===== src/design/cell_balance_pkg.sv =====
package cell_balance_pkg;

   ////////////////////////////////////////////////////////////////////////////
   // Timing
   localparam int CLK_HZ             = 25_000_000;
   localparam int BAL_TIMEOUT_S      = 20;
   localparam int BAL_TIMEOUT_CYCLES = BAL_TIMEOUT_S * CLK_HZ;
   localparam int SETTLE_MAX_MS      = 64;
   localparam int MS_CYCLES          = CLK_HZ / 1000;
   localparam int SLOT_CYCLES_DEF    = 64;
   localparam int SLOTS_PER_ROUND    = 8;
   localparam int NUM_CELLS_DEF      = 7;

   ////////////////////////////////////////////////////////////////////////////
   // Register offsets (byte addresses)
   localparam logic [7:0] OFS_CONFIG  = 8'h00;
   localparam logic [7:0] OFS_BAL_CMD = 8'h04;
   localparam logic [7:0] OFS_MODE    = 8'h08;
   localparam logic [7:0] OFS_ALARM   = 8'h0c;

   // Field positions
   localparam int CFG_SKIP_LSB  = 0;
   localparam int CFG_SPEED_LSB = 2;
   localparam int CFG_DELAY_LSB = 4;
   localparam int ALM_FLAG_BIT  = 0;
   localparam int ALM_PEND_BIT  = 1;
   localparam int ALM_OV_BIT    = 2;
   localparam int ALM_UV_BIT    = 3;

   // Reset values
   localparam logic [1:0] SKIP_RESET  = 2'h0;
   localparam logic [1:0] SPEED_RESET = 2'h0;
   localparam logic [2:0] DELAY_RESET = 3'h0;

   ////////////////////////////////////////////////////////////////////////////
   // Enumerations
   typedef enum logic [1:0] {MODE_NORMAL, MODE_SLEEP, MODE_DEEP} power_mode_e;
   typedef enum logic [1:0] {BAL_OFF, BAL_PENDING, BAL_ON} bal_state_e;
   typedef enum logic {SCH_RUN, SCH_SETTLE} sched_e;

   // Fixed settle table, milliseconds per code
   function automatic int settle_ms(input logic [2:0] code);
      settle_ms = (code == 3'h0) ? 0 : (SETTLE_MAX_MS >> (3'h7 - code));
   endfunction

endpackage


===== src/design/slot_timer.sv =====
`timescale 1ns/1ns
module slot_timer
   import cell_balance_pkg::*;
#(
   parameter int SLOT_CYCLES = SLOT_CYCLES_DEF,
   parameter int SLOTS       = SLOTS_PER_ROUND
)(
   input  wire logic                     pclk,
   input  wire logic                     presetn,
   input  wire logic                     run,
   output logic [$clog2(SLOTS)-1:0]      slot_idx,
   output logic                          slot_last,
   output logic                          round_end
);
   localparam int CW = $clog2(SLOT_CYCLES);
   localparam int SW = $clog2(SLOTS);
   localparam logic [CW-1:0] CYC_LAST  = CW'(SLOT_CYCLES - 1);
   localparam logic [SW-1:0] SLOT_LAST = SW'(SLOTS - 1);

   typedef struct packed {
      logic [CW-1:0] cyc;
      logic [SW-1:0] slot;
   } state_s;

   state_s s_reg;
   state_s s_next;

   assign slot_idx  = s_reg.slot;
   assign slot_last = (s_reg.slot == SLOT_LAST);
   assign round_end = run && slot_last && (s_reg.cyc == CYC_LAST);

   always_comb
   begin
      s_next = s_reg;
      // Halting keeps slot widths intact while the settle delay stretches the loop
      if (run)
      begin
         if (s_reg.cyc == CYC_LAST)
         begin
            s_next.cyc  = '0;
            s_next.slot = slot_last ? '0 : s_reg.slot + 1'b1;
         end
         else
            s_next.cyc = s_reg.cyc + 1'b1;
      end
   end

   always_ff @(posedge pclk or negedge presetn)
   begin
      if (!presetn)
         s_reg <= '0;
      else
         s_reg <= s_next;
   end
endmodule


===== src/design/settle_timer.sv =====
`timescale 1ns/1ns
module settle_timer
#(
   parameter int W = 21
)(
   input  wire logic         pclk,
   input  wire logic         presetn,
   input  wire logic         load,
   input  wire logic [W-1:0] load_val,
   output logic             busy,
   output logic             done
);
   typedef struct packed {
      logic [W-1:0] cnt;
   } state_s;

   state_s s_reg;
   state_s s_next;

   assign busy = (s_reg.cnt != '0);
   assign done = (s_reg.cnt == W'(1));

   always_comb
   begin
      s_next = s_reg;
      if (load)
         s_next.cnt = load_val;
      else if (busy)
         s_next.cnt = s_reg.cnt - 1'b1;
   end

   always_ff @(posedge pclk or negedge presetn)
   begin
      if (!presetn)
         s_reg <= '0;
      else
         s_reg <= s_next;
   end
endmodule


===== src/design/cell_balance_scheduler.sv =====
// Operation
// Ratio 0: skip measurements every second round
// Ratio 1: skip three of four rounds
// Ratio 2: skip seven of eight rounds
// Ratio 3: skip fifteen of sixteen rounds
// Skipped slots become equal-length idle slots
// Bypass off one slot before measuring round
// Check overvoltage/undervoltage only on new data
// Start waits for current round to finish
// Loop speed or skip ratio, never both
// Voltage alert stops balancing at once
// Balancing blocks sleep; start wakes sleep
// Start ignored in deep low-power mode
// Entering deep low-power ends balancing
// Command read returns requested mask immediately
// Active flag set at start, cleared on stop
// Active flag stays set during measurement pauses
// Settle delay after bypass off, before measuring
// Settle delay stretches interval between rounds
// Twenty second timer, restarted per command
// Host writes zero mask to stop
// Bypass off while cells or shared slot measured
// Round counter modulo ratio; zero is measuring
// Settle code maps to fixed delay table
`timescale 1ns/1ns
module cell_balance_scheduler
   import cell_balance_pkg::*;
#(
   parameter int NUM_CELLS   = NUM_CELLS_DEF,
   parameter int SLOT_CYCLES = SLOT_CYCLES_DEF,
   parameter int TIMEOUT_CYC = BAL_TIMEOUT_CYCLES,
   parameter int MS_CYC      = MS_CYCLES
)(
   input  wire logic                 pclk,
   input  wire logic                 presetn,
   input  wire logic                 psel,
   input  wire logic                 penable,
   input  wire logic                 pwrite,
   input  wire logic [7:0]           paddr,
   input  wire logic [31:0]          pwdata,
   output logic [31:0]               prdata,
   output logic                      pready,
   output logic                      pslverr,
   input  wire logic                 new_meas_valid,
   input  wire logic                 cell_overvoltage,
   input  wire logic                 cell_undervoltage,
   output logic [NUM_CELLS-1:0]      bypass_en,
   output logic                      measure_slot,
   output logic                      idle_slot,
   output logic [1:0]                power_mode,
   output logic                      balancing_active_flag
);
   localparam int TW = $clog2(TIMEOUT_CYC + 1);
   localparam int SW = $clog2(SETTLE_MAX_MS * MS_CYC + 1);
   localparam logic [TW-1:0] TIMEOUT_LOAD = TW'(TIMEOUT_CYC);

   typedef struct packed {
      logic [1:0]           skip;
      logic [1:0]           speed;
      logic [2:0]           delay;
      logic [NUM_CELLS-1:0] mask;
      bal_state_e           bal;
      power_mode_e          mode;
      sched_e               sched;
      logic [3:0]           round;
      logic [TW-1:0]        tmr;
      logic                 ov;
      logic                 uv;
      logic                 was_on;
      logic [NUM_CELLS-1:0] bypass;
      logic                 meas;
      logic                 idle;
      logic                 flag;
      logic                 pready;
      logic                 pslverr;
      logic [31:0]          prdata;
   } state_s;

   state_s s_reg;
   state_s s_next;

   ////////////////////////////////////////////////////////////////////////////
   // Helpers

   // Wrap mask of the round counter for the schedule in force
   function automatic logic [3:0] wrap_mask(input logic bal_on, input logic [1:0] skip,
                                            input logic [1:0] speed);
      // exclusive settings
      if (bal_on)
         // skip ratio
         wrap_mask = 4'((5'h02 << skip) - 5'h01);
      else
         wrap_mask = 4'((5'h01 << speed) - 5'h01);
   endfunction

   function automatic logic addr_hit(input logic [7:0] a);
      unique case (a)
         OFS_CONFIG,
         OFS_BAL_CMD,
         OFS_MODE,
         OFS_ALARM: addr_hit = 1'b1;
         default:   addr_hit = 1'b0;
      endcase
   endfunction

   ////////////////////////////////////////////////////////////////////////////
   // Slot and settle timing

   logic                               run;
   logic                               slot_last;
   logic                               round_end;
   logic                               settle_load;
   logic [SW-1:0]                      settle_cyc;
   logic                               settle_done;

   // Deep low-power freezes the loop; sleep keeps measuring
   assign run = (s_reg.sched == SCH_RUN) && (s_reg.mode != MODE_DEEP);

   // code to delay table
   assign settle_cyc = SW'(settle_ms(s_reg.delay) * MS_CYC);

   slot_timer #(
      .SLOT_CYCLES (SLOT_CYCLES),
      .SLOTS       (SLOTS_PER_ROUND)
   ) u_slot (
      .pclk      (pclk),
      .presetn   (presetn),
      .run       (run),
      .slot_idx  (),
      .slot_last (slot_last),
      .round_end (round_end)
   );

   settle_timer #(
      .W (SW)
   ) u_settle (
      .pclk     (pclk),
      .presetn  (presetn),
      .load     (settle_load),
      .load_val (settle_cyc),
      .busy     (),
      .done     (settle_done)
   );

   ////////////////////////////////////////////////////////////////////////////
   // Next state

   logic       access;
   logic       wr;
   logic [3:0] wmask;
   logic       cur_meas;
   logic       next_meas;
   logic [3:0] round_inc;

   assign access    = psel && penable;
   assign wr        = access && s_reg.pready && pwrite;
   assign wmask     = wrap_mask(s_reg.bal == BAL_ON, s_reg.skip, s_reg.speed);
   // Counter bits above the wrap mask are dropped so a ratio change takes effect at once
   assign round_inc = (s_reg.round + 4'h1) & wmask;
   // counter at zero is the measuring round
   assign cur_meas  = ((s_reg.round & wmask) == 4'h0);
   assign next_meas = (round_inc == 4'h0);
   assign settle_load = round_end && next_meas && s_reg.was_on && (settle_cyc != '0);

   ////////////////////////////////////////////////////////////////////////////
   // State update

   always_comb
   begin
      s_next         = s_reg;
      s_next.pready  = 1'b0;
      s_next.pslverr = 1'b0;

      // One wait state so read data leaves a flip-flop
      if (access && !s_reg.pready)
      begin
         s_next.pready  = 1'b1;
         s_next.pslverr = !addr_hit(paddr);
         s_next.prdata  = '0;
         unique case (paddr)
            OFS_CONFIG:
            begin
               s_next.prdata[CFG_SKIP_LSB +: 2]  = s_reg.skip;
               s_next.prdata[CFG_SPEED_LSB +: 2] = s_reg.speed;
               s_next.prdata[CFG_DELAY_LSB +: 3] = s_reg.delay;
            end
            // requested mask reads back before start
            OFS_BAL_CMD: s_next.prdata[NUM_CELLS-1:0] = s_reg.mask;
            OFS_MODE:    s_next.prdata[1:0] = s_reg.mode;
            OFS_ALARM:
            begin
               s_next.prdata[ALM_FLAG_BIT] = s_reg.flag;
               s_next.prdata[ALM_PEND_BIT] = (s_reg.bal == BAL_PENDING);
               s_next.prdata[ALM_OV_BIT]   = s_reg.ov;
               s_next.prdata[ALM_UV_BIT]   = s_reg.uv;
            end
            default:     s_next.prdata = '0;
         endcase
      end

      // Counts through the pending wait too, so a start that never lands still expires
      // timeout ends balancing
      if (s_reg.bal != BAL_OFF)
      begin
         if (s_reg.tmr <= TW'(1))
         begin
            s_next.bal  = BAL_OFF;
            s_next.mask = '0;
         end
         else
            s_next.tmr = s_reg.tmr - 1'b1;
      end

      // pending start takes effect at round end
      if (s_reg.bal == BAL_PENDING && round_end)
         s_next.bal = BAL_ON;

      if (wr)
      begin
         unique case (paddr)
            OFS_CONFIG:
            begin
               s_next.skip  = pwdata[CFG_SKIP_LSB +: 2];
               s_next.speed = pwdata[CFG_SPEED_LSB +: 2];
               s_next.delay = pwdata[CFG_DELAY_LSB +: 3];
            end
            OFS_BAL_CMD:
            begin
               // ignored in deep low-power mode
               if (s_reg.mode == MODE_DEEP)
                  s_next.mask = s_reg.mask;
               // zero mask stops balancing
               else if (pwdata[NUM_CELLS-1:0] == '0)
               begin
                  s_next.bal  = BAL_OFF;
                  s_next.mask = '0;
               end
               else
               begin
                  s_next.mask = pwdata[NUM_CELLS-1:0];
                  // every accepted nonzero command restarts timer
                  s_next.tmr  = TIMEOUT_LOAD;
                  if (s_reg.bal == BAL_OFF)
                     s_next.bal = BAL_PENDING;
                  // start wakes from sleep
                  s_next.mode = MODE_NORMAL;
               end
            end
            OFS_MODE:
            begin
               // deep entry terminates balancing
               if (pwdata[1:0] == MODE_DEEP)
               begin
                  s_next.mode = MODE_DEEP;
                  s_next.bal  = BAL_OFF;
                  s_next.mask = '0;
               end
               // sleep refused while balancing
               else if (pwdata[1:0] == MODE_SLEEP)
               begin
                  if (s_reg.bal == BAL_OFF)
                     s_next.mode = MODE_SLEEP;
               end
               else if (pwdata[1:0] == MODE_NORMAL)
                  s_next.mode = MODE_NORMAL;
            end
            default:
               s_next.mask = s_reg.mask;
         endcase
      end

      // Applied after the command decode so an alert wins over a start in the same cycle
      // protection checks follow new measurements only
      if (new_meas_valid)
      begin
         s_next.ov = cell_overvoltage;
         s_next.uv = cell_undervoltage;
         // alert disables balancing immediately
         if (cell_overvoltage || cell_undervoltage)
         begin
            s_next.bal  = BAL_OFF;
            s_next.mask = '0;
         end
      end

      // settle delay stalls the loop before a measuring round
      if (round_end)
      begin
         s_next.round = round_inc;
         if (settle_load)
            s_next.sched = SCH_SETTLE;
         if (next_meas)
            s_next.was_on = 1'b0;
      end
      if (s_reg.sched == SCH_SETTLE && settle_done)
         s_next.sched = SCH_RUN;
      // Any bypass-on cycle since the last measuring round arms the settle delay
      if (s_reg.bypass != '0)
         s_next.was_on = 1'b1;

      // skipped rounds keep their slot timing, as idle slots
      s_next.meas = run && cur_meas;
      s_next.idle = run && !cur_meas;

      // bypass off in measuring round, its lead-in slot and settle
      if (s_next.bal == BAL_ON && run && !cur_meas && !(slot_last && next_meas))
         s_next.bypass = s_next.mask;
      else
         s_next.bypass = '0;

      // flag ignores the short measurement pauses
      s_next.flag = (s_next.bal == BAL_ON);
   end

   ////////////////////////////////////////////////////////////////////////////
   // State register

   always_ff @(posedge pclk or negedge presetn)
   begin
      if (!presetn)
      begin
         s_reg       <= '0;
         s_reg.skip  <= SKIP_RESET;
         s_reg.speed <= SPEED_RESET;
         s_reg.delay <= DELAY_RESET;
         s_reg.bal   <= BAL_OFF;
         s_reg.mode  <= MODE_NORMAL;
         s_reg.sched <= SCH_RUN;
      end
      else
         s_reg <= s_next;
   end

   ////////////////////////////////////////////////////////////////////////////
   // Outputs

   assign prdata                = s_reg.prdata;
   assign pready                = s_reg.pready;
   assign pslverr               = s_reg.pslverr;
   assign bypass_en             = s_reg.bypass;
   assign measure_slot          = s_reg.meas;
   assign idle_slot             = s_reg.idle;
   assign power_mode            = s_reg.mode;
   assign balancing_active_flag = s_reg.flag;

endmodule


===== config.mk =====
export PLATFORM = sky130hd
export DESIGN_NAME = cell_balance_scheduler
export DESIGN_NICKNAME = d
export VERILOG_FILES = /design/src/design/cell_balance_pkg.sv /design/src/design/slot_timer.sv /design/src/design/settle_timer.sv /design/src/design/cell_balance_scheduler.sv
export SDC_FILE = /design/constraint.sdc
export NUM_CORES = 1
export LEC_CHECK = 0
export BUFFER_PORTS_ARGS = -buffer_cell sky130_fd_sc_hd__buf_2
export CAP_MARGIN = 20
export CORE_MARGIN = 2
export CORE_UTILIZATION = 59
export DETAILED_ROUTE_END_ITERATION = 12
export GPL_ROUTABILITY_DRIVEN = 1
export PLACE_DENSITY = 0.81
export SYNTH_ARGS = -nofsm -noshare
export SYNTH_HDL_FRONTEND = slang
export SYNTH_HIERARCHICAL = 1
export SYNTH_SLANG_ARGS = --single-unit

===== constraint.sdc =====
create_clock -name pclk -period 7.25 [get_ports pclk]
set_clock_uncertainty 0.15 [all_clocks]
set_input_delay 1.0875 -clock pclk [delete_from_list [all_inputs] [get_ports pclk]]
set_output_delay 1.0875 -clock pclk [all_outputs]
set_load 0.005 [all_outputs]

==> results of run 1 <==
[cells in the final DEF (no fill, tap or decap), drive strengths merged, types with 22 or more instances in the layout]
master,instances
o21ai,36
ha,68
nor3,22
xor2,22
nand2,59
xnor2,35
nand3,22
buf,46
conb,28
nor2,59
inv,52
dfrtp,104
[final timing paths]
path,from,to
min in group asynchronous,presetn,u_settle/s_reg[0]$_DFFE_PN0P_
worst max register to register,s_reg[93]$_DFFE_PN0P_,u_settle/s_reg[6]$_DFFE_PN0P_
worst min register to register,prdata[4]$_DFFE_PN0P_,prdata[4]$_DFFE_PN0P_
worst min-delay path,prdata[4]$_DFFE_PN0P_,prdata[4]$_DFFE_PN0P_
max in group asynchronous,presetn,s_reg[76]$_DFFE_PN0P_
worst max-delay path,s_reg[93]$_DFFE_PN0P_,u_settle/s_reg[6]$_DFFE_PN0P_
[stage by stage]
stage	utilization [%]	power (mW)	instance area, sq um	hold WS, ns	std cells
floorplan	-	0.756	7340	0.294	786
global placement	61.2	0.783	7360	0.312	915
detailed placement	61.2	0.795	7360	0.322	915
CTS	63.6	1.25	7630	0.333	930
global route	63.6	1.30	7630	0.346	930
finish	63.6	1.25	7630	0.332	930
[worst min-delay path: stages (launching register included)]
cell and delay, ns:
dfrtp_1 0.34, nand2_1 0.05, o41ai_1 0.05
[routing by layer]
layer / GRT usage (%) / share of wire, % / vias up
met5: 0 / 0 / -
met4: 7.79 / 1.6 / 0
met3: 3.69 / 4.4 / 22
met2: 39.0 / 50 / 139
met1: 30.4 / 44 / 2623
li1: - / - / 2639
[power by group through the flow]
stage | clock [mW] | combinational, mW | sequential [mW]
floorplan | 0 | 0.110 | 0.646
global placement | 0 | 0.133 | 0.650
detailed placement | 0 | 0.143 | 0.652
CTS | 0.470 | 0.143 | 0.641
global route | 0.490 | 0.162 | 0.645
finish | 0.463 | 0.142 | 0.641
[final cells by class]
| type | instances | share of cell area [%] |
|---|---|---|
| clock inverters | 6 | 0.688 |
| repair buffers | 46 | 3.15 |
| clock buffers | 9 | 2.95 |
| flip-flops and latches | 104 | 34.1 |
| well taps | 147 | 2.41 |
| multi-input cells | 569 | 54.3 |
| inverters | 49 | 2.41 |
==> summary.md, run 1 <==
| Metric | Value |
|---|---|
| Status | `complete, no violations` |
| Maximum vdd drop | `about 0.00013 V` |
| Routed WL per cell | `between 15 and 20 um` |
| Vias per inst | `~5.8` |
| Mapped Avg Cell Area | `9.54 sq um` |
| Crit Path Max Fanout | `35` |
| # Post-CTS Setup Buffers | `0` |
| Mapped cell area | `around 7200 sq um` |
| Fillers | `a little under 1000` |
| FP Rows | `40` |
| CP arrival | `slightly below 7 ns` |
| Chip Height | `115 um` |
| Drc violations | `0` |
| I/O pins | `94` |
| Clk_lat worst skew | `0.35 ns` |
| Routed Antenna Nets | `0` |
| Max Clk Rate | `149 MHz` |
| Share of cells above drive strength 1 | `13.0%` |
| Sw frac | `between 20 and 30%` |
| Clk pwr share | `~37%` |
| Max Cap Viol | `0` |
| Area Growth Syn to Fin | `5.43%` |
| Fin crit share | `92.5%` |
| Critical Path Slowest Stage Cell | `o31ai_1` |
| Sequential share of power | `51.5%` |
| First-pass GRT wire length | `between 20000 and 25000 um` |
| CP Launch Type | `register` |
| Die area | `13200 sq um` |
| Final WS setup | `between 0.5 and 0.6 ns` |
| Largest net degree at the start of global routing | `66` |
| CTS tree | `built` |
| Die width | `between 100 and 150 um` |
| Worst EP required | `approximately 7.4 ns` |
| Setup TNS | `0 ns` |
| Root Buffer | `clkbuf_16` |
| Total area of multi-input combinational cells | `a little over 4000 sq um` |
| PD cells | `~160 nW/um^2` |
| Number of CTS-inserted buffers | `9` |
| Worst-path clk slew | `approximately 0.070 ns` |
| Int Pwr | `~0.9 mW` |
| Detailed Route WL | `~15000 um` |
| Final Hold Vio Count | `0` |
| Synth Warn # | `6` |
| Final Max Slew Viols | `0` |
| Starting Density | `60.3%` |
| First-pass DRT Iterations | `6` |
| Setup CP Type | `register to register` |
| WP depth | `20` |
| Final setup fails | `0` |
| Buf/Inv on CP | `5` |
| Reg2reg path depth | `20` |
| Largest register FFs | `53` |
| Port Buf Inserts | `43` |
| Ant. Diodes | `0` |
| GR Overflow Total | `0` |
| CP peak stage delay | `between 0.5 and 0.6 ns` |
| Critical Path End Type | `register` |
| RSZ-0062 raised after global routing | `false` |
| DPL Wire Length | `11200 um` |
| R2r setup slk | `about 0.54 ns` |
| Delay-heaviest family, CP | `simple AND/OR/NAND/NOR gates` |
| Max-slew headroom | `a little under two fifths` |
| Gr usage total | `23.0%` |
| Fin crit period | `6.71 ns` |
| Via count | `around 5400` |
| CTS H-tree lvls | `3` |
| Setup WS pre-CTS | `roughly 0.74 ns` |
| Reg area | `2600 sq um` |
| Final GP Congestion | `around 0.91` |
| Vias in the first global route | `between 5000 and 6000` |
| Combinational Power Share | `roughly 11%` |
| Clock Sinks | `roughly 100` |
| CTS resizes | `0` |
| Instance count of the mapped netlist | `approximately 760` |
| Clock Path Buffers | `2` |
| Total Nets Final | `approximately 900` |
| # hold bufs at CTS | `0` |
| Hold Path Cell Cnt | `2` |
| Sw power | `0.342 mW` |
| Cell chain of the critical path | `inv_1, nor3b_1, ha_1, ha_1, fa_1, ha_1, inv_1, fa_1, inv_1, ha_1, inv_1, o31ai_1, a221oi_1, and3_1, nor4b_1, and4b_1, nor2_2, buf_4, or4_1, o221ai_1` |
| Initial antenna violation count | `0` |
| Iter 0 DRT Violations | `between 300 and 400` |
| Core ar. | `12000 sq um` |
| Leak | `3.79 nW` |
| Worst-margin pin slew | `0.903 ns` |
| Hold crit path type | `register to register` |
(Power assumes the default switching activity.)
==> run 2: changes to the inputs <==
--- a/config.mk
+++ b/config.mk
@@ -7,12 +7,16 @@
 export LEC_CHECK = 0
 export BUFFER_PORTS_ARGS = -buffer_cell sky130_fd_sc_hd__buf_2
 export CAP_MARGIN = 20
+export CELL_PAD_IN_SITES_DETAIL_PLACEMENT = 1
+export CELL_PAD_IN_SITES_GLOBAL_PLACEMENT = 1
 export CORE_MARGIN = 2
-export CORE_UTILIZATION = 59
+export CORE_UTILIZATION = 47
+export CTS_BUF_LIST = sky130_fd_sc_hd__clkbuf_4 sky130_fd_sc_hd__clkbuf_8
 export DETAILED_ROUTE_END_ITERATION = 12
 export GPL_ROUTABILITY_DRIVEN = 1
-export PLACE_DENSITY = 0.81
+export PLACE_DENSITY_LB_ADDON = 0.1
 export SYNTH_ARGS = -nofsm -noshare
 export SYNTH_HDL_FRONTEND = slang
 export SYNTH_HIERARCHICAL = 1
 export SYNTH_SLANG_ARGS = --single-unit
+export TNS_END_PERCENT = 20
==> run 2 against run 1 <==
  * Die area is 25% higher
  * Critical path depth stayed put
  * Largest power group unchanged
  * Critical endpoint unchanged
  * Power is 6.7% lower
  * Final cell count is 4.6% higher
==> summary.md, run 2 (synthesized netlist as in run 1, its figures left out) <==
| Metric | Value |
|---|---|
| Status | `complete, no violations (unchanged)` |
| Total Nets Final | `903 (was 902)` |
| Critical Path Slowest Stage Cell | `o31ai_1 (unchanged)` |
| # hold bufs at CTS | `0 (unchanged)` |
| Area Growth Syn to Fin | `5.27% (was 5.43%)` |
| Largest net degree at the start of global routing | `57 (was 66)` |
| CP arrival | `6.75 ns (was 6.82 ns)` |
| Largest register FFs | `53 (unchanged)` |
| Clock Sinks | `104 (unchanged)` |
| CTS H-tree lvls | `3 (unchanged)` |
| Drc violations | `0 (unchanged)` |
| Worst EP required | `7.39 ns (was 7.37 ns)` |
| Initial antenna violation count | `0 (unchanged)` |
| Setup CP Type | `register to register (unchanged)` |
| Routed Antenna Nets | `0 (unchanged)` |
| First-pass DRT Iterations | `4 (was 6)` |
| Root Buffer | `clkbuf_8 (was clkbuf_16)` |
| Starting Density | `47.8% (was 60.3%)` |
| Power, Total | `1.16 mW (was 1.25 mW)` |
| First-pass GRT wire length | `28400 um (was 24400 um)` |
| Clock Path Buffers | `2 (unchanged)` |
| DR WL met3 | `429 um (was 646 um)` |
| Die width | `128 um (was 115 um)` |
| Critical Path End Type | `register (unchanged)` |
| Ant. Diodes | `0 (unchanged)` |
| DPL Wire Length | `12900 um (was 11200 um)` |
| PD cells | `153 nW/um^2 (was 163 nW/um^2)` |
| CP Launch Type | `register (unchanged)` |
| Die area | `16400 sq um (was 13200 sq um)` |
| Chip Height | `128 um (was 115 um)` |
| Fin cells | `973 (was 930)` |
| Leak | `3.76 nW (was 3.79 nW)` |
| Max-slew headroom | `37.4% (was 38.2%)` |
| Clk_lat worst skew | `0.38 ns (was 0.35 ns)` |
| Final Hold Vio Count | `0 (unchanged)` |
| Port Buf Inserts | `43 (unchanged)` |
| Crit Path Max Fanout | `33 (was 35)` |
| Met1 wire length | `7720 um (was 6550 um)` |
| CTS tree | `built (unchanged)` |
| GR Overflow Total | `0 (unchanged)` |
| Worst-margin pin slew | `0.938 ns (was 0.903 ns)` |
| Hold slack final | `0.335 ns (was 0.332 ns)` |
| Cell Count Post-Placement | `957 (was 915)` |
| Met2 wire length | `8310 um (was 7330 um)` |
| Worst-path clk slew | `0.10 ns (was 0.07 ns)` |
| Vias per inst | `5.68 (was 5.83)` |
| I/O pins | `94 (unchanged)` |
| Number of CTS-inserted buffers | `9 (unchanged)` |
| CP peak stage delay | `0.56 ns (was 0.58 ns)` |
| Share of cells above drive strength 1 | `13.5% (was 13.0%)` |
| RSZ-0062 raised after global routing | `false (unchanged)` |
| Final setup fails | `0 (unchanged)` |
| Core ar. | `15100 sq um (was 12000 sq um)` |
| Fin crit period | `6.61 ns (was 6.71 ns)` |
| FP Rows | `45 (was 40)` |
| Vias in the first global route | `5778 (was 5260)` |
| Setup TNS | `0 ns (unchanged)` |
| Routed WL per cell | `17.2 um (was 15.9 um)` |
| Final GP Congestion | `0.821 (was 0.910)` |
| Fin crit share | `91.2% (was 92.5%)` |
| Via count | `5527 (was 5423)` |
| Hold crit path type | `register to register (unchanged)` |
| Maximum vdd drop | `0.0000748 V (was 0.000130 V)` |
| Cell chain of the critical path | `inv_1, nor3b_1, ha_1, ha_1, fa_1, ha_1, inv_1, fa_1, inv_1, ha_1, inv_1, o31ai_1, a221oi_2, and3_1, nor4b_1, and4b_1, nor2_2, buf_4, or4_1, o221ai_1 (was inv_1, nor3b_1, ha_1, ha_1, fa_1, ha_1, inv_1, fa_1, inv_1, ha_1, inv_1, o31ai_1, a221oi_1, and3_1, nor4b_1, and4b_1, nor2_2, buf_4, or4_1, o221ai_1)` |
| Max Clk Rate | `151 MHz (was 149 MHz)` |
| Most common cell after layout, fill and taps aside | `dfrtp_1 (unchanged)` |
| Gr usage total | `21.6% (was 23.0%)` |
| Final Max Slew Viols | `0 (unchanged)` |
| Detailed Route WL | `16700 um (was 14800 um)` |
| Top Metal Used | `met4 (unchanged)` |
| Iter 0 DRT Violations | `205 (was 392)` |
| Most frequent cells in the layout | `104 x dfrtp_1, 68 x ha_1, 58 x nand2_1, 56 x nor2_1, 49 x inv_1 (was 104 x dfrtp_1, 68 x ha_1, 58 x nand2_1, 57 x nor2_1, 49 x inv_1)` |
| Max Cap Viol | `0 (unchanged)` |
==> run 2: cell count changes in the layout (fill, tap and decap cells not counted), sizes merged <==
cell,previous run,this run
inv,52,51
bufinv,0,1
buf,46,47
clkbuf,9,10
==> run 2: final cells by class <==
cell class                 instances  area, sq um
multi-input combinational        569         4150
clock inverter                     6         67.6
fill                            1761         7520
tap                              188          235
clock buffer                      10          131
timing repair buffer              47          248
inverter                          49          184
sequential                       104         2600
==> run 2: per-stage QoR <==
step                      util (%)  area [sq um]  worst slack, ns
after floorplan                  -          7340             1.53
after global placement        49.0          7420            0.795
after detailed placement      49.0          7420            0.547
after CTS                     50.3          7620            0.485
after global routing          50.3          7620            0.108
final                         50.3          7620            0.638
==> run 2: worst paths after layout <==
check                                            startpoint                            end  slack (ns)  cells after the start
worst min-delay path            u_slot/s_reg[8]$_DFFE_PN0P_    u_slot/s_reg[8]$_DFFE_PN0P_        0.34                      1
max in group asynchronous                           presetn  u_settle/s_reg[8]$_DFFE_PN0P_        5.19                      2
worst min register to register  u_slot/s_reg[8]$_DFFE_PN0P_    u_slot/s_reg[8]$_DFFE_PN0P_        0.34                      1
worst max-delay path                  s_reg[93]$_DFFE_PN0P_  u_settle/s_reg[6]$_DFFE_PN0P_        0.64                     20
worst max register to register        s_reg[93]$_DFFE_PN0P_  u_settle/s_reg[6]$_DFFE_PN0P_        0.64                     20
min in group asynchronous                           presetn    u_slot/s_reg[8]$_DFFE_PN0P_        0.61                      1
==> run 2: what timing repair did <==
item,4_1_cts,5_1_grt
setup buffers,0,0
gates resized for setup,0,1
endpoints found under the hold margin,0,0
setup endpoints to repair,0,1
==> run 2: power breakdown <==
group          total [mW]  switching [mW]  internal [mW]
clock               0.379           0.213          0.166
combinational       0.143          0.0832         0.0594
sequential          0.642          0.0333          0.608
total                1.16           0.329          0.833
==> run 2: routing by layer <==
| layer | track usage (%) | up-vias |
|---|---|---|
| met3 | 3.55 | 17 |
| met1 | 28.0 | 2801 |
| li1 | - | 2635 |
| met5 | 0 | - |
| met4 | 5.75 | 0 |
| met2 | 37.6 | 74 |
==> run 2: worst max-delay path, delay by kind of cell, from the launching register on <==
| kind | cells | cell delay [ns] |
|---|---|---|
| AO/OA/AOI/OAI | 3 | 0.99 |
| adder cells (fa/ha/maj) | 6 | 2.17 |
| buffers and inverters | 5 | 0.55 |
| flip-flops | 1 | 0.49 |
| AND/OR/NAND/NOR | 6 | 2.14 |
==> run 3: changes to the inputs <==
--- a/config.mk
+++ b/config.mk
@@ -13,10 +13,9 @@
 export CORE_UTILIZATION = 47
 export CTS_BUF_LIST = sky130_fd_sc_hd__clkbuf_4 sky130_fd_sc_hd__clkbuf_8
 export DETAILED_ROUTE_END_ITERATION = 12
-export GPL_ROUTABILITY_DRIVEN = 1
+export GPL_ROUTABILITY_DRIVEN = 0
 export PLACE_DENSITY_LB_ADDON = 0.1
 export SYNTH_ARGS = -nofsm -noshare
 export SYNTH_HDL_FRONTEND = slang
-export SYNTH_HIERARCHICAL = 1
 export SYNTH_SLANG_ARGS = --single-unit
 export TNS_END_PERCENT = 20
==> run 3 against run 2 <==
  * Utilization is 0.41 points lower
  * Largest cell class unchanged
  * Via count is 0.96% lower
  * Combinational power is 46% lower
  * Area after synthesis is 0.92% lower
  * First-iteration DRC count is 33% higher
  * Clock power is 11% lower
  * Die area is 0.89% lower
==> summary.md, run 3 <==
| Metric | Value |
|---|---|
| Most frequent cells in the layout | `104 x dfrtp_1, 68 x nand2_1, 64 x nor2_1, 62 x ha_1, 42 x buf_2 (was 104 x dfrtp_1, 68 x ha_1, 58 x nand2_1, 56 x nor2_1, 49 x inv_1)` |
| CTS H-tree lvls | `3 (unchanged)` |
| Final Instance Area | `7500 sq um (was 7620 sq um)` |
| Placed Area | `7330 sq um (was 7420 sq um)` |
| R2r setup slk | `1.14 ns (was 0.64 ns)` |
| Setup CP Type | `register to register (unchanged)` |
| Maximum vdd drop | `0.000133 V (was 0.0000748 V)` |
| Initial antenna violation count | `2 (was 0)` |
| Mapped cell area | `7170 sq um (was 7240 sq um)` |
| Core ar. | `15000 sq um (was 15100 sq um)` |
| GR Overflow Total | `0 (unchanged)` |
| Routed Antenna Nets | `0 (unchanged)` |
| Detailed Route WL | `17300 um (was 16700 um)` |
| CP Launch Type | `register (unchanged)` |
| Port Buf Inserts | `43 (unchanged)` |
| FP Rows | `45 (unchanged)` |
| Critical Path Slowest Stage Cell | `o41ai_4 (was o31ai_1)` |
| CTS tree | `built (unchanged)` |
| Reg2reg path depth | `16 (was 20)` |
| Final Max Slew Viols | `0 (unchanged)` |
| Buf/Inv on CP | `1 (was 5)` |
| Root Buffer | `clkbuf_8 (unchanged)` |
| Area Growth Syn to Fin | `4.60% (was 5.27%)` |
| # Post-CTS Setup Buffers | `0 (unchanged)` |
| Most common cell after layout, fill and taps aside | `dfrtp_1 (unchanged)` |
| Clock Path Buffers | `2 (unchanged)` |
| Seq cells post-synth | `104` |
| Starting Density | `47.7% (was 47.8%)` |
| Total Nets Final | `887 (was 903)` |
| Synth unique cells | `73` |
| First-pass GRT wire length | `28400 um (about the same)` |
| Iter 0 DRT Violations | `273 (was 205)` |
| RSZ-0062 raised after global routing | `false (unchanged)` |
| Number of CTS-inserted buffers | `9 (unchanged)` |
| Hold Path End | `prdata[3]$_DFFE_PN0P_ (was u_slot/s_reg[8]$_DFFE_PN0P_)` |
| Vias per inst | `5.69 (was 5.68)` |
| Clk_lat worst skew | `0.39 ns (was 0.38 ns)` |
| First-pass DRT Iterations | `4 (unchanged)` |
| Instance count of the mapped netlist | `750 (was 759)` |
| Vias in the first global route | `5582 (was 5778)` |
| Final setup fails | `0 (unchanged)` |
| Max Cap Viol | `0 (unchanged)` |
| Gr usage total | `21.9% (was 21.6%)` |
| EDFF count, synth | `0` |
| Crit Path Max Fanout | `11 (was 33)` |
| Yosys top cell by area | `dfrtp_1` |
| CP peak stage delay | `0.72 ns (was 0.56 ns)` |
| Post-synth top flop | `dfrtp_1` |
| Synth Warn # | `0 (was 6)` |
| Worst-path clk slew | `0.09 ns (was 0.10 ns)` |
| Die width | `128 um (about the same)` |
| Status | `complete, no violations (unchanged)` |
| Max Clk Rate | `164 MHz (was 151 MHz)` |
| Final Hold Vio Count | `0 (unchanged)` |
| Most used cell, CP | `ha_1` |
| I/O pins | `94 (unchanged)` |
| Launch point of the worst reg-to-reg path | `s_reg[93]$_DFFE_PN0P_ (unchanged)` |
| Share of the synthesized area in the top cell type | `around 36%` |
| FFs w/ async S/R, synth | `100%` |
| Area contributors post-synth | `dfrtp_1 36%, ha_1 11%, buf_4 4.5%` |
| Critical path startpoint | `s_reg[93]$_DFFE_PN0P_ (unchanged)` |
| Cell chain of the critical path | `nor2b_1, nor2b_1, ha_1, ha_1, fa_1, ha_1, fa_1, ha_1, o211ai_1, o21ai_0, mux2i_1, o2111a_1, nand4b_1, o41ai_4, buf_4, mux2i_1 (was inv_1, nor3b_1, ha_1, ha_1, fa_1, ha_1, inv_1, fa_1, inv_1, ha_1, inv_1, o31ai_1, a221oi_2, and3_1, nor4b_1, and4b_1, nor2_2, buf_4, or4_1, o221ai_1)` |
| Die area | `16300 sq um (was 16400 sq um)` |
| Max-slew headroom | `31.3% (was 37.4%)` |
| Fillers | `1726 (was 1761)` |
| # hold bufs at CTS | `0 (unchanged)` |
| CP arrival | `6.26 ns (was 6.75 ns)` |
| PD cells | `136 nW/um^2 (was 153 nW/um^2)` |
| Hold Path Cell Cnt | `2 (was 1)` |
| Clock Sinks | `104 (unchanged)` |
| Mapped Avg Cell Area | `9.57 sq um (was 9.54 sq um)` |
| Largest register FFs | `53 (unchanged)` |
| Count leader, synth | `dfrtp_1` |
| Worst EP required | `7.40 ns (was 7.39 ns)` |
| Delay-heaviest family, CP | `adder cells (unchanged)` |
| Chip Height | `128 um (about the same)` |
| Worst R2R End | `u_settle.s_reg[16]$_DFFE_PN0P_ (was u_settle/s_reg[6]$_DFFE_PN0P_)` |
| Fin crit period | `6.11 ns (was 6.61 ns)` |
| Seq/Total Area, Yosys | `between 30% and 40%` |
| CTS resizes | `0 (unchanged)` |
| Critical Path End Type | `register (unchanged)` |
| Hold crit path type | `register to register (unchanged)` |
| Setup TNS | `0 ns (unchanged)` |
| Routed WL per cell | `18.0 um (was 17.2 um)` |
| DPL Wire Length | `13400 um (was 12900 um)` |
| Leak | `3.46 nW (was 3.76 nW)` |
| Most frequent cells after synthesis | `104 x dfrtp_1, 68 x nand2_1, 64 x nor2_1` |
| Share of cells above drive strength 1 | `13.5% (about the same)` |
| Fin crit share | `84.3% (was 91.2%)` |
| Via count | `5474 (was 5527)` |
| Worst-margin pin slew | `1.03 ns (was 0.938 ns)` |
| Largest net degree at the start of global routing | `57 (unchanged)` |
| Drc violations | `0 (unchanged)` |
| Hold_sp | `prdata[3]$_DFFE_PN0P_ (was u_slot/s_reg[8]$_DFFE_PN0P_)` |
==> run 3: through the flow <==
step	cells	total power [mW]	utilization, %	setup WS, ns	hold slack [ns]
floorplan	777	0.667	-	2.17	0.290
global placement	947	0.689	48.7	1.30	0.317
detailed placement	947	0.693	48.7	1.13	0.333
CTS	961	1.04	49.9	1.07	0.357
global route	962	1.07	49.9	0.726	0.386
finish	962	1.02	49.9	1.14	0.348
==> run 3: layout make-up <==
type                       instances  area (sq um)  area share, %
multi-input combinational        584          4150           55.4
sequential                       104          2600           34.7
timing repair buffer              46           240           3.20
tap                              188           235           3.13
clock buffer                      11           151           2.02
inverter                          25          93.8           1.25
clock inverter                     3          25.0          0.333
antenna                            1          2.50         0.0333
==> run 3: logic make-up (layout without fill, tap and decap cells) <==
logic type	after synthesis	in the layout	synth area share [%]
and+or+nand+nor	292	292	21.3
AOI/OAI and AO/OA	108	108	10.4
DFF	104	104	36.3
buffers and inverters	89	85	7.39
adders and majority gates	69	69	12.8
xor gates and xnor gates	55	55	6.71
muxes	32	32	5.14
other	1	29	0.0523
==> run 3: how the worst max path moves through the flow <==
stage	endpoint	slack, ns	cells after the start
CTS	u_settle.s_reg[16]$_DFFE_PN0P_	1.07	16
global route	u_settle.s_reg[14]$_DFFE_PN0P_	0.73	16
detailed placement	u_settle.s_reg[14]$_DFFE_PN0P_	1.13	16
global placement	u_settle.s_reg[15]$_DFFE_PN0P_	1.30	16
floorplan	u_settle.s_reg[6]$_DFFE_PN0P_	2.17	17
finish	u_settle.s_reg[16]$_DFFE_PN0P_	1.14	16
==> run 3: worst reg2reg max path: cells and delay by family (launching register included) <==
| family | cells | cell delay [ns] |
|---|---|---|
| AND/OR/NAND/NOR | 3 | 0.74 |
| buffers and inverters | 1 | 0.34 |
| AO/OA/AOI/OAI | 4 | 1.59 |
| multiplexers | 2 | 0.53 |
| adder cells (fa/ha/maj) | 6 | 2.16 |
| flip-flops | 1 | 0.52 |
==> run 3: layer usage <==
layer / part of all wire [%] / global-route usage, %
met1: 48 / 30.3
met4: 0.72 / 4.20
met5: 0.075 / 0
met2: 48 / 35.8
met3: 3.2 / 4.73
==> run 3: power breakdown <==
| part | switching [mW] | internal [mW] | leakage (nW) |
|---|---|---|---|
| sequential | 0.0122 | 0.590 | 1.22 |
| combinational | 0.0480 | 0.0296 | 2.15 |
| clock | 0.197 | 0.142 | 0.0883 |
